==> src/rtl/paddle_scan_pkg.sv <==
// paddle_scan_pkg: register map, field positions and timing counts
// for the paddle position scanner. assumes a 25 MHz system clock.
package paddle_scan_pkg;

  // ----------------------------------------
  // register byte addresses (one word each)
  // ----------------------------------------
  localparam logic [7:0] POS_BASE_ADDR   = 8'h00; // eight position words
  localparam logic [7:0] PENDING_ADDR    = 8'h20;
  localparam logic [7:0] START_ADDR      = 8'h24;
  localparam logic [7:0] CONTROL_ADDR    = 8'h28;
  localparam logic [7:0] COUNTER_ADDR    = 8'h2C;
  localparam logic [7:0] LAST_ADDR       = 8'h2C;

  // ----------------------------------------
  // control fields and reset values
  // ----------------------------------------
  localparam int         CTRL_RUN_BIT    = 0; // 0 = initialization mode
  localparam int         CTRL_FAST_BIT   = 2;
  localparam logic [7:0] CONTROL_RESET   = 8'h00;

  // ----------------------------------------
  // counter limits
  // ----------------------------------------
  localparam int         NUM_POTS        = 8;
  localparam logic [7:0] STOP_NORMAL     = 8'hE4; // 228
  localparam logic [7:0] STOP_FAST       = 8'hE5; // 229
  localparam logic [7:0] COUNT_RESET     = 8'h00;

  // ----------------------------------------
  // timing
  // ----------------------------------------
  localparam int CLK_HZ       = 25_000_000;
  localparam int SCAN_TICK_HZ = 15_000;
  localparam int MACHINE_HZ   = 1_790_000;
  localparam int SLOW_CYC     = CLK_HZ / SCAN_TICK_HZ;
  localparam int FAST_CYC     = CLK_HZ / MACHINE_HZ;

  // ----------------------------------------
  // bus answers
  // ----------------------------------------
  localparam logic [1:0] RESP_OKAY   = 2'h0;
  localparam logic [1:0] RESP_SLVERR = 2'h2;

endpackage : paddle_scan_pkg

==> src/rtl/scan_tick_if.sv <==
// scan_tick_if: carries the count ticks from the tick generator
// to the scanner. assumes both ends run on the same clock.
`timescale 1ns/1ps
interface scan_tick_if;
  logic clock_run;  // low while initialization mode freezes the clock
  logic slow_tick;  // one pulse per scan line
  logic fast_tick;  // one pulse per machine cycle

  modport gen
  (
    input  clock_run,
    output slow_tick,
    output fast_tick
  );
  modport use_side
  (
    output clock_run,
    input  slow_tick,
    input  fast_tick
  );
endinterface : scan_tick_if

==> src/rtl/scan_tick_gen.sv <==
// scan_tick_gen: divides aclk down to the scan-line tick and the
// machine-cycle tick. assumes aclk at 25 MHz, synchronous reset.
`timescale 1ns/1ps
module scan_tick_gen
(
  input  wire logic  aclk,
  input  wire logic  aresetn,
  scan_tick_if.gen   ticks
);

  logic [10:0] slow_div;
  logic [3:0]  fast_div;

  // ----------------------------------------
  // scan-line divider; halts in initialization mode
  // ----------------------------------------
  always_ff @(posedge aclk)
  begin
    if (!aresetn)
      slow_div <= 11'h000;
    else if (ticks.clock_run)
      slow_div <= (slow_div == 11'(paddle_scan_pkg::SLOW_CYC - 1)) ? 11'h000
                                                                  : slow_div + 11'h001;
  end

  // machine clock keeps running whatever the mode
  always_ff @(posedge aclk)
  begin
    if (!aresetn)
      fast_div <= 4'h0;
    else
      fast_div <= (fast_div == 4'(paddle_scan_pkg::FAST_CYC - 1)) ? 4'h0
                                                                 : fast_div + 4'h1;
  end

  assign ticks.slow_tick = ticks.clock_run
                           && (slow_div == 11'(paddle_scan_pkg::SLOW_CYC - 1));
  assign ticks.fast_tick = (fast_div == 4'(paddle_scan_pkg::FAST_CYC - 1));

endmodule : scan_tick_gen

==> src/rtl/paddle_pot_scan.sv <==
// paddle_pot_scan: eight-input paddle position scanner behind an
// AXI4-Lite slave. assumes comparator inputs are asynchronous levels
// (high = capacitor at or above threshold) and one 25 MHz clock.
//
// Notes on behaviour
// - start write clears counter, then counts ticks
// - pending inputs copy the shared counter
// - normal mode counter stops at 228
// - normal mode counts scan-line ticks, frozen by init
// - pending flags: 1 while input still timed
// - pending flags forced zero once scan stops
// - input dropping below threshold resumes tracking
// - control bit 2 selects machine-clock fast mode
// - fast mode counter stops at 229
// - fast mode keeps dump transistors off
// - dump on only in slow mode, idle
// - input already above threshold stays unchanged
// - full scan length fixed; restart skips dump
// - live position values even, final may be odd
// - init mode only freezes slow clock
`timescale 1ns/1ps
module paddle_pot_scan
(
  input  wire logic        aclk,
  input  wire logic        aresetn,
  input  wire logic [31:0] s_axi_awaddr,
  input  wire logic        s_axi_awvalid,
  output logic             s_axi_awready,
  input  wire logic [31:0] s_axi_wdata,
  input  wire logic [3:0]  s_axi_wstrb,
  input  wire logic        s_axi_wvalid,
  output logic             s_axi_wready,
  output logic [1:0]       s_axi_bresp,
  output logic             s_axi_bvalid,
  input  wire logic        s_axi_bready,
  input  wire logic [31:0] s_axi_araddr,
  input  wire logic        s_axi_arvalid,
  output logic             s_axi_arready,
  output logic [31:0]      s_axi_rdata,
  output logic [1:0]       s_axi_rresp,
  output logic             s_axi_rvalid,
  input  wire logic        s_axi_rready,
  input  wire logic [7:0]  pot_above,
  output logic             dump_on
);

  scan_tick_if ticks ();

  logic [7:0]  control;
  logic [7:0]  count;
  logic        scanning;
  logic [7:0]  above_meta;
  logic [7:0]  above_sync;
  logic [7:0]  pending;
  logic [7:0]  pos [paddle_scan_pkg::NUM_POTS];
  logic        fast;
  logic        tick;
  logic [7:0]  stop_value;
  logic [7:0]  next_count;
  logic        final_tick;
  logic        start_write;
  logic [7:0]  aw_addr;
  logic        aw_held;
  logic        aw_out;
  logic [31:0] w_data;
  logic [3:0]  w_strb;
  logic        w_held;
  logic        do_write;
  logic [31:0] read_word;
  logic        read_bad;

  // ----------------------------------------
  // tick generation
  // ----------------------------------------
  scan_tick_gen i_scan_tick_gen
  (
    .aclk    (aclk),
    .aresetn (aresetn),
    .ticks   (ticks.gen)
  );

  // init mode stops only the scan-line clock; nothing else is cleared
  assign ticks.clock_run = control[paddle_scan_pkg::CTRL_RUN_BIT];

  assign fast       = control[paddle_scan_pkg::CTRL_FAST_BIT];
  assign tick       = fast ? ticks.fast_tick
                           : ticks.slow_tick;
  assign stop_value = fast ? paddle_scan_pkg::STOP_FAST
                           : paddle_scan_pkg::STOP_NORMAL;
  assign next_count = count + 8'h01;
  assign final_tick = scanning && tick && (next_count >= stop_value);

  // ----------------------------------------
  // comparator synchronisers
  // ----------------------------------------
  always_ff @(posedge aclk)
  begin
    if (!aresetn)
    begin
      above_meta <= 8'h00;
      above_sync <= 8'h00;
    end
    else
    begin
      above_meta <= pot_above;
      above_sync <= above_meta;
    end
  end

  // ----------------------------------------
  // shared scan counter
  // ----------------------------------------
  // a restart during a scan simply reloads; no dump interval is inserted
  always_ff @(posedge aclk)
  begin
    if (!aresetn)
    begin
      count    <= paddle_scan_pkg::COUNT_RESET;
      scanning <= 1'b0;
    end
    else if (start_write)
    begin
      count    <= 8'h00;
      scanning <= 1'b1;
    end
    else if (scanning && tick)
    begin
      count <= final_tick ? stop_value : next_count;
      if (final_tick)
        scanning <= 1'b0;
    end
  end

  // ----------------------------------------
  // pending flags
  // ----------------------------------------
  // follow the comparators live, so a dip below threshold re-arms
  assign pending = scanning ? ~above_sync : 8'h00;

  // dump transistors only drain between slow scans
  assign dump_on = !fast && !scanning;

  // ----------------------------------------
  // position registers, one per input
  // ----------------------------------------
  // live copies drop bit 0 so a reader mid-scan never sees odd counts;
  // the value written on the stopping tick keeps its full width
  for (genvar i = 0; i < paddle_scan_pkg::NUM_POTS; i++)
  begin : g_pos
    always_ff @(posedge aclk)
    begin
      if (!aresetn)
        pos[i] <= paddle_scan_pkg::COUNT_RESET;
      else if (final_tick && pending[i])
        pos[i] <= stop_value;
      else if (pending[i] && !start_write)
        pos[i] <= {count[7:1], 1'b0};
    end
  end

  // ----------------------------------------
  // AXI4-Lite write channel
  // ----------------------------------------
  // address and data may arrive in either order; each is held until both
  assign s_axi_awready = !aw_held && !s_axi_bvalid;
  assign s_axi_wready  = !w_held && !s_axi_bvalid;
  assign do_write      = aw_held && w_held && !s_axi_bvalid;

  always_ff @(posedge aclk)
  begin
    if (!aresetn)
    begin
      aw_held <= 1'b0;
      aw_addr <= 8'h00;
      aw_out  <= 1'b0;
    end
    else if (s_axi_awvalid && s_axi_awready)
    begin
      aw_held <= 1'b1;
      aw_addr <= s_axi_awaddr[7:0];
      // upper bits are remembered so an alias can never start a scan
      aw_out  <= (s_axi_awaddr[31:8] != 24'h000000);
    end
    else if (do_write)
      aw_held <= 1'b0;
  end

  always_ff @(posedge aclk)
  begin
    if (!aresetn)
    begin
      w_held <= 1'b0;
      w_data <= 32'h0000_0000;
      w_strb <= 4'h0;
    end
    else if (s_axi_wvalid && s_axi_wready)
    begin
      w_held <= 1'b1;
      w_data <= s_axi_wdata;
      w_strb <= s_axi_wstrb;
    end
    else if (do_write)
      w_held <= 1'b0;
  end

  // the strobe fires on any write to its word, whatever the data
  assign start_write = do_write && !aw_out && (aw_addr == paddle_scan_pkg::START_ADDR);

  always_ff @(posedge aclk)
  begin
    if (!aresetn)
      control <= paddle_scan_pkg::CONTROL_RESET;
    else if (do_write && !aw_out && aw_addr == paddle_scan_pkg::CONTROL_ADDR && w_strb[0])
      control <= w_data[7:0];
  end

  // write response; unmapped or unaligned words answer SLVERR
  always_ff @(posedge aclk)
  begin
    if (!aresetn)
    begin
      s_axi_bvalid <= 1'b0;
      s_axi_bresp  <= paddle_scan_pkg::RESP_OKAY;
    end
    else if (do_write)
    begin
      s_axi_bvalid <= 1'b1;
      s_axi_bresp  <= (aw_out || aw_addr > paddle_scan_pkg::LAST_ADDR || aw_addr[1:0] != 2'h0)
                      ? paddle_scan_pkg::RESP_SLVERR : paddle_scan_pkg::RESP_OKAY;
    end
    else if (s_axi_bready)
      s_axi_bvalid <= 1'b0;
  end

  // ----------------------------------------
  // AXI4-Lite read channel
  // ----------------------------------------
  always_comb
  begin
    read_word = 32'h0000_0000;
    read_bad  = 1'b0;
    if (s_axi_araddr[31:8] != 24'h000000 || s_axi_araddr[1:0] != 2'h0)
      read_bad = 1'b1;
    else if (s_axi_araddr[7:0] < paddle_scan_pkg::PENDING_ADDR)
      read_word = {24'h000000, pos[s_axi_araddr[4:2]]};
    else
      unique case (s_axi_araddr[7:0])
        paddle_scan_pkg::PENDING_ADDR: read_word = {24'h000000, pending};
        paddle_scan_pkg::START_ADDR:   read_word = 32'h0000_0000;
        paddle_scan_pkg::CONTROL_ADDR: read_word = {24'h000000, control};
        paddle_scan_pkg::COUNTER_ADDR: read_word = {23'h0, scanning, count};
        default:                       read_bad  = 1'b1;
      endcase
  end

  assign s_axi_arready = !s_axi_rvalid;

  always_ff @(posedge aclk)
  begin
    if (!aresetn)
    begin
      s_axi_rvalid <= 1'b0;
      s_axi_rdata  <= 32'h0000_0000;
      s_axi_rresp  <= paddle_scan_pkg::RESP_OKAY;
    end
    else if (s_axi_arvalid && s_axi_arready)
    begin
      s_axi_rvalid <= 1'b1;
      s_axi_rdata  <= read_word;
      s_axi_rresp  <= read_bad ? paddle_scan_pkg::RESP_SLVERR
                               : paddle_scan_pkg::RESP_OKAY;
    end
    else if (s_axi_rready)
      s_axi_rvalid <= 1'b0;
  end

  // ----------------------------------------
  // checks
  // ----------------------------------------
  // input 0 stands in for all eight, as the per-input logic is one loop
  chk_start_clears: assert property (@(posedge aclk) disable iff (!aresetn)
    start_write |=> (count == 8'h00) && scanning)
    else $error("start write did not clear the counter");

  chk_count_step: assert property (@(posedge aclk) disable iff (!aresetn)
    scanning && tick && !final_tick && !start_write |=> count == $past(count) + 8'h01)
    else $error("counter did not step by one");

  chk_stop_normal: assert property (@(posedge aclk) disable iff (!aresetn)
    scanning && tick && !fast && count == 8'hE3 && !start_write
    |=> !scanning && count == 8'hE4 ##1 count == 8'hE4 || start_write)
    else $error("normal scan did not stop at 228");

  chk_stop_fast: assert property (@(posedge aclk) disable iff (!aresetn)
    scanning && tick && fast && count == 8'hE4 && !start_write
    |=> !scanning && count == 8'hE5)
    else $error("fast scan did not stop at 229");

  chk_init_freeze: assert property (@(posedge aclk) disable iff (!aresetn)
    !control[0] && !fast && !start_write |=> $stable(count))
    else $error("counter moved while initialization froze its clock");

  chk_flags_clear: assert property (@(posedge aclk) disable iff (!aresetn)
    $fell(scanning) |-> pending == 8'h00)
    else $error("pending flags not cleared at scan end");

  chk_dump_fast: assert property (@(posedge aclk) disable iff (!aresetn)
    fast |-> !dump_on)
    else $error("dump on in fast mode");

  chk_dump_scan: assert property (@(posedge aclk) disable iff (!aresetn)
    $rose(scanning) |-> !dump_on ##1 (!dump_on || !scanning))
    else $error("dump on during a scan");

  chk_hold_above: assert property (@(posedge aclk) disable iff (!aresetn)
    !pending[0] && !final_tick |=> $stable(pos[0]))
    else $error("position changed for an input above threshold");

  chk_live_even: assert property (@(posedge aclk) disable iff (!aresetn)
    scanning && pending[0] && !final_tick && !start_write |=> pos[0][0] == 1'b0)
    else $error("live position value was odd");

  chk_track_count: assert property (@(posedge aclk) disable iff (!aresetn)
    scanning && pending[0] && !final_tick && !start_write
    |=> pos[0][7:1] == $past(count[7:1]))
    else $error("pending position did not track the counter");

  chk_stop_hold: assert property (@(posedge aclk) disable iff (!aresetn)
    !scanning && !start_write |=> $stable(count))
    else $error("counter moved while no scan was running");

  chk_final_latch: assert property (@(posedge aclk) disable iff (!aresetn)
    final_tick && pending[0] |=> pos[0] == $past(stop_value))
    else $error("stop value not latched into a pending position");

  chk_restart_nodump: assert property (@(posedge aclk) disable iff (!aresetn)
    scanning && start_write |=> scanning && count == 8'h00 && !dump_on)
    else $error("restart during a scan let the dump transistors on");

endmodule : paddle_pot_scan

==> config.mk <==
export PLATFORM = sky130hd
export DESIGN_NAME = paddle_pot_scan
export DESIGN_NICKNAME = d
export VERILOG_FILES = /design/src/rtl/paddle_scan_pkg.sv /design/src/rtl/scan_tick_if.sv /design/src/rtl/scan_tick_gen.sv /design/src/rtl/paddle_pot_scan.sv
export SDC_FILE = /design/constraint.sdc
export NUM_CORES = 1
export LEC_CHECK = 0
export BUFFER_PORTS_ARGS = -buffer_cell sky130_fd_sc_hd__buf_2
export CAP_MARGIN = 10
export CORE_ASPECT_RATIO = 0.9
export CORE_MARGIN = 3
export CORE_UTILIZATION = 58
export CTS_CLUSTER_SIZE = 12
export DETAILED_ROUTE_END_ITERATION = 16
export PLACE_DENSITY = 0.85
export SLEW_MARGIN = 20
export SYNTH_ARGS = -nofsm -noshare
export SYNTH_HDL_FRONTEND = slang
export SYNTH_HIERARCHICAL = 1
export SYNTH_SLANG_ARGS = --single-unit
==> constraint.sdc <==
create_clock -name aclk -period 4.3 [get_ports aclk]
set_input_delay 1.29 -clock aclk [delete_from_list [all_inputs] [get_ports aclk]]
set_output_delay 1.29 -clock aclk [all_outputs]
set_load 0.02 [all_outputs]
==> metrics <==
Critical Path Source Type=flip-flop; syn_area_per_cell=10.9 sq um; Crit path arrival time=3.53 ns; clk sink count=145; status=complete, no violations; RSZ-0062 raised after global routing=no; Worst Path Required=4.35 ns; setup TNS=0 ns; I/O Buffers=104; DRT Pass-1 Iters=5; dpl ws=0.911 ns; Syn Inst Count=631; final setup fails=0; part of the Yosys area used for sequential elements=0.513; per-cell routed wire length=18.1 um; Slew HR=0.412; DRC viols=0; placed cells=854; Die Span Y=109 um; fin util=0.694; largest net degree at the start of global routing=68; post-DP HPWL=10900 um; full die area=13200 sq um; worst-path fanout max=9; postcts setup bufs=0; clock buffer count from CTS=17; layout overhead on the synthesized area=15.9%; worst slew pin tran=0.882 ns; GRT overflow=0; cts hold-fix bufs=0; Yosys reg bits=145; die width=121 um; routed vias/inst=5.81; ys async rst share=0; Final Hold Viols=0; io pins=157; largest family of logic cells by synthesized area=simple AND/OR/NAND/NOR gates; cell taking the most area after synthesis=edfxtp_1; nets@finish=838; post-synthesis compound-gate area fraction=0.142; Yosys cell types=68; max-cap violations=0; Hold Path Class=reg -> reg; Diodes inserted=0; Final Skew=0.00822 ns; share of Yosys cell area claimed by the top area cell type=0.278; CTS resizes=0; R2R setup slack=0.83 ns; Clock transition at path regs=0.06 ns; Post-Syn Area=6900 sq um; Vias=5150; adder-cell share of the synthesized area=0.0109; Setup crit end kind=flip-flop; CTS root buffer=clkbuf_16; antenna-violating nets left=0; crit path kind=reg -> reg; Pins Over Slew Limit=0; CTS tree=built; VDD IR max=0.000330 V; DRT Wirelength=16000 um; core box area=11500 sq um; initial antenna violation count=0; area share of and/or/nand/nor cells after synthesis=0.182; Peak Freq=0.288 GHz; Post-synth EDFFs=64; Layout Cells excl Fill=886; mux cell area share after synthesis=0.0787; leakage power=3.04 nW; Top FF cell, synth=dfxtp_1; clk buf depth=2; worst skew pair latency=0.43 ns; starting DRC count in detailed routing=407; first-pass GRT wire length=24600 um; GRT Overall Usage=0.247; Synth Area in XOR/XNOR=0.0163; standard-cell rows=37; period utilization=0.808; GP Congestion=0.871; post-layout minimum cycle time=3.47 ns; vias in the first global route=4995; Final WS setup=0.826 ns; PwrDens=411 nW/um^2; layout cells sized above 1=0.255; H-tree depth=4; starting density of the core=0.599; synth warn=6; main area contributors after synthesis=edfxtp_1 28%, dfxtp_1 23%, mux4_2 5.2%
power breakdown:
group | internal, W | switching [W] | total [W]
Combinational | 0.0000905 | 0.000124 | 0.000214
Clock | 0.000945 | 0.000625 | 0.00157
Sequential | 0.00148 | 0.0000219 | 0.00150
Total | 0.00252 | 0.000771 | 0.00329
path summary, 6_finish.rpt:
| check | start | endpoint | depth (start not counted) |
|---|---|---|---|
| hold reg to reg | above_meta[0]$_SDFF_PN0_ | above_sync[0]$_SDFF_PN0_ | 1 |
| setup reg to reg | control[0]$_SDFFE_PN0P_ | pos[6][2]$_DFFE_PP_ | 7 |
| hold / removal | above_meta[0]$_SDFF_PN0_ | above_sync[0]$_SDFF_PN0_ | 1 |
| setup / recovery | control[0]$_SDFFE_PN0P_ | pos[6][2]$_DFFE_PP_ | 7 |
sequential cells by signal (all words and copies together), names as in the netlist, 4 cells and up:
name                      cells
above_meta                    8
above_sync                    8
aw_addr                       8
control                       8
count                         8
i_scan_tick_gen/fast_div      4
i_scan_tick_gen/slow_div     11
pos                          64
s_axi_rdata                   9
w_data                        8
kinds of logic (layout without fill, tap and decap cells):
kind of cell / count (synthesis) / after routing
fa+ha+maj: 6 / 6
flops: 145 / 145
xor+xnor: 12 / 12
mux: 34 / 34
other cells: 1 / 25
buf+inv: 72 / 147
simple gates: 246 / 246
compound gates: 115 / 115
synth_stat cells (all sizes together), types with 10 or more instances:
library cell / count
nand2: 57
o21ai: 17
inv: 10
a21boi: 23
nor2b: 10
buf: 45
a2bb2oi: 14
nor4: 15
clkbuf: 17
mux2i: 16
a21oi: 13
nor2: 81
dfxtp: 81
mux4: 16
edfxtp: 64
and2: 21
nand2b: 11
routing by layer:
metal  global-route usage  wire length (um)
met1                0.287              5940
met2                0.447              8260
met5                    0                 0
met3               0.0545              1470
met4               0.0939               323
worst max-delay path: stages, from the launching register on:
cell	delay, ns
dfxtp_1	0.51
or4b_4	0.55
nor3_1	0.13
mux2_1	0.16
and2_1	0.29
o211a_2	0.47
a31oi_4	0.22
o21ai_1	0.75
cells in the final DEF (no fill, tap or decap), types with 3 or more instances in the layout:
master / netlist / layout
nand2b_1: 11 / 11
a2bb2oi_1: 14 / 14
or2_2: 8 / 8
and3_1: 3 / 3
mux2i_1: 16 / 16
nor2b_1: 10 / 10
nand2_1: 57 / 57
buf_2: 4 / 104
a22o_1: 8 / 8
mux4_2: 16 / 16
nand4_1: 6 / 6
o31ai_1: 4 / 4
nor3_1: 5 / 5
inv_1: 10 / 10
xnor2_1: 7 / 7
a21oi_1: 13 / 13
inv_6: 0 / 4
conb_1: 1 / 25
clkbuf_16: 0 / 19
a32oi_4: 4 / 4
o22ai_1: 8 / 8
edfxtp_1: 64 / 64
nor4_1: 14 / 14
a211oi_1: 3 / 3
dfxtp_1: 81 / 81
a21boi_0: 23 / 23
and2_1: 21 / 21
xor2_1: 4 / 4
nand3_1: 7 / 7
nor2_1: 80 / 80
o311ai_2: 3 / 3
ha_1: 6 / 6
o21ai_1: 8 / 8
or3_1: 4 / 4
inv_8: 0 / 3
o21ai_0: 9 / 9
or4_1: 4 / 4
layout make-up:
cell class,count,area (sq um)
clock buffer,19,475
clock inverter,13,159
fill,792,3530
inverter,10,37.5
multi-input combinational,438,3060
sequential,145,3540
tap,156,195
timing repair buffer,105,528
per-stage QoR:
stage | power (W) | instance area, sq um | hold WS, ns
2_1_floorplan | 0.00168 | 6990 | 0.412
3_3_place_gp | 0.00173 | 7370 | 0.417
3_5_place_dp | 0.00175 | 7370 | 0.426
4_1_cts | 0.00330 | 8000 | 0.441
5_1_grt | 0.00339 | 8000 | 0.467
6_report | 0.00329 | 8000 | 0.440
Note: power is estimated with default switching activity, not from simulation.
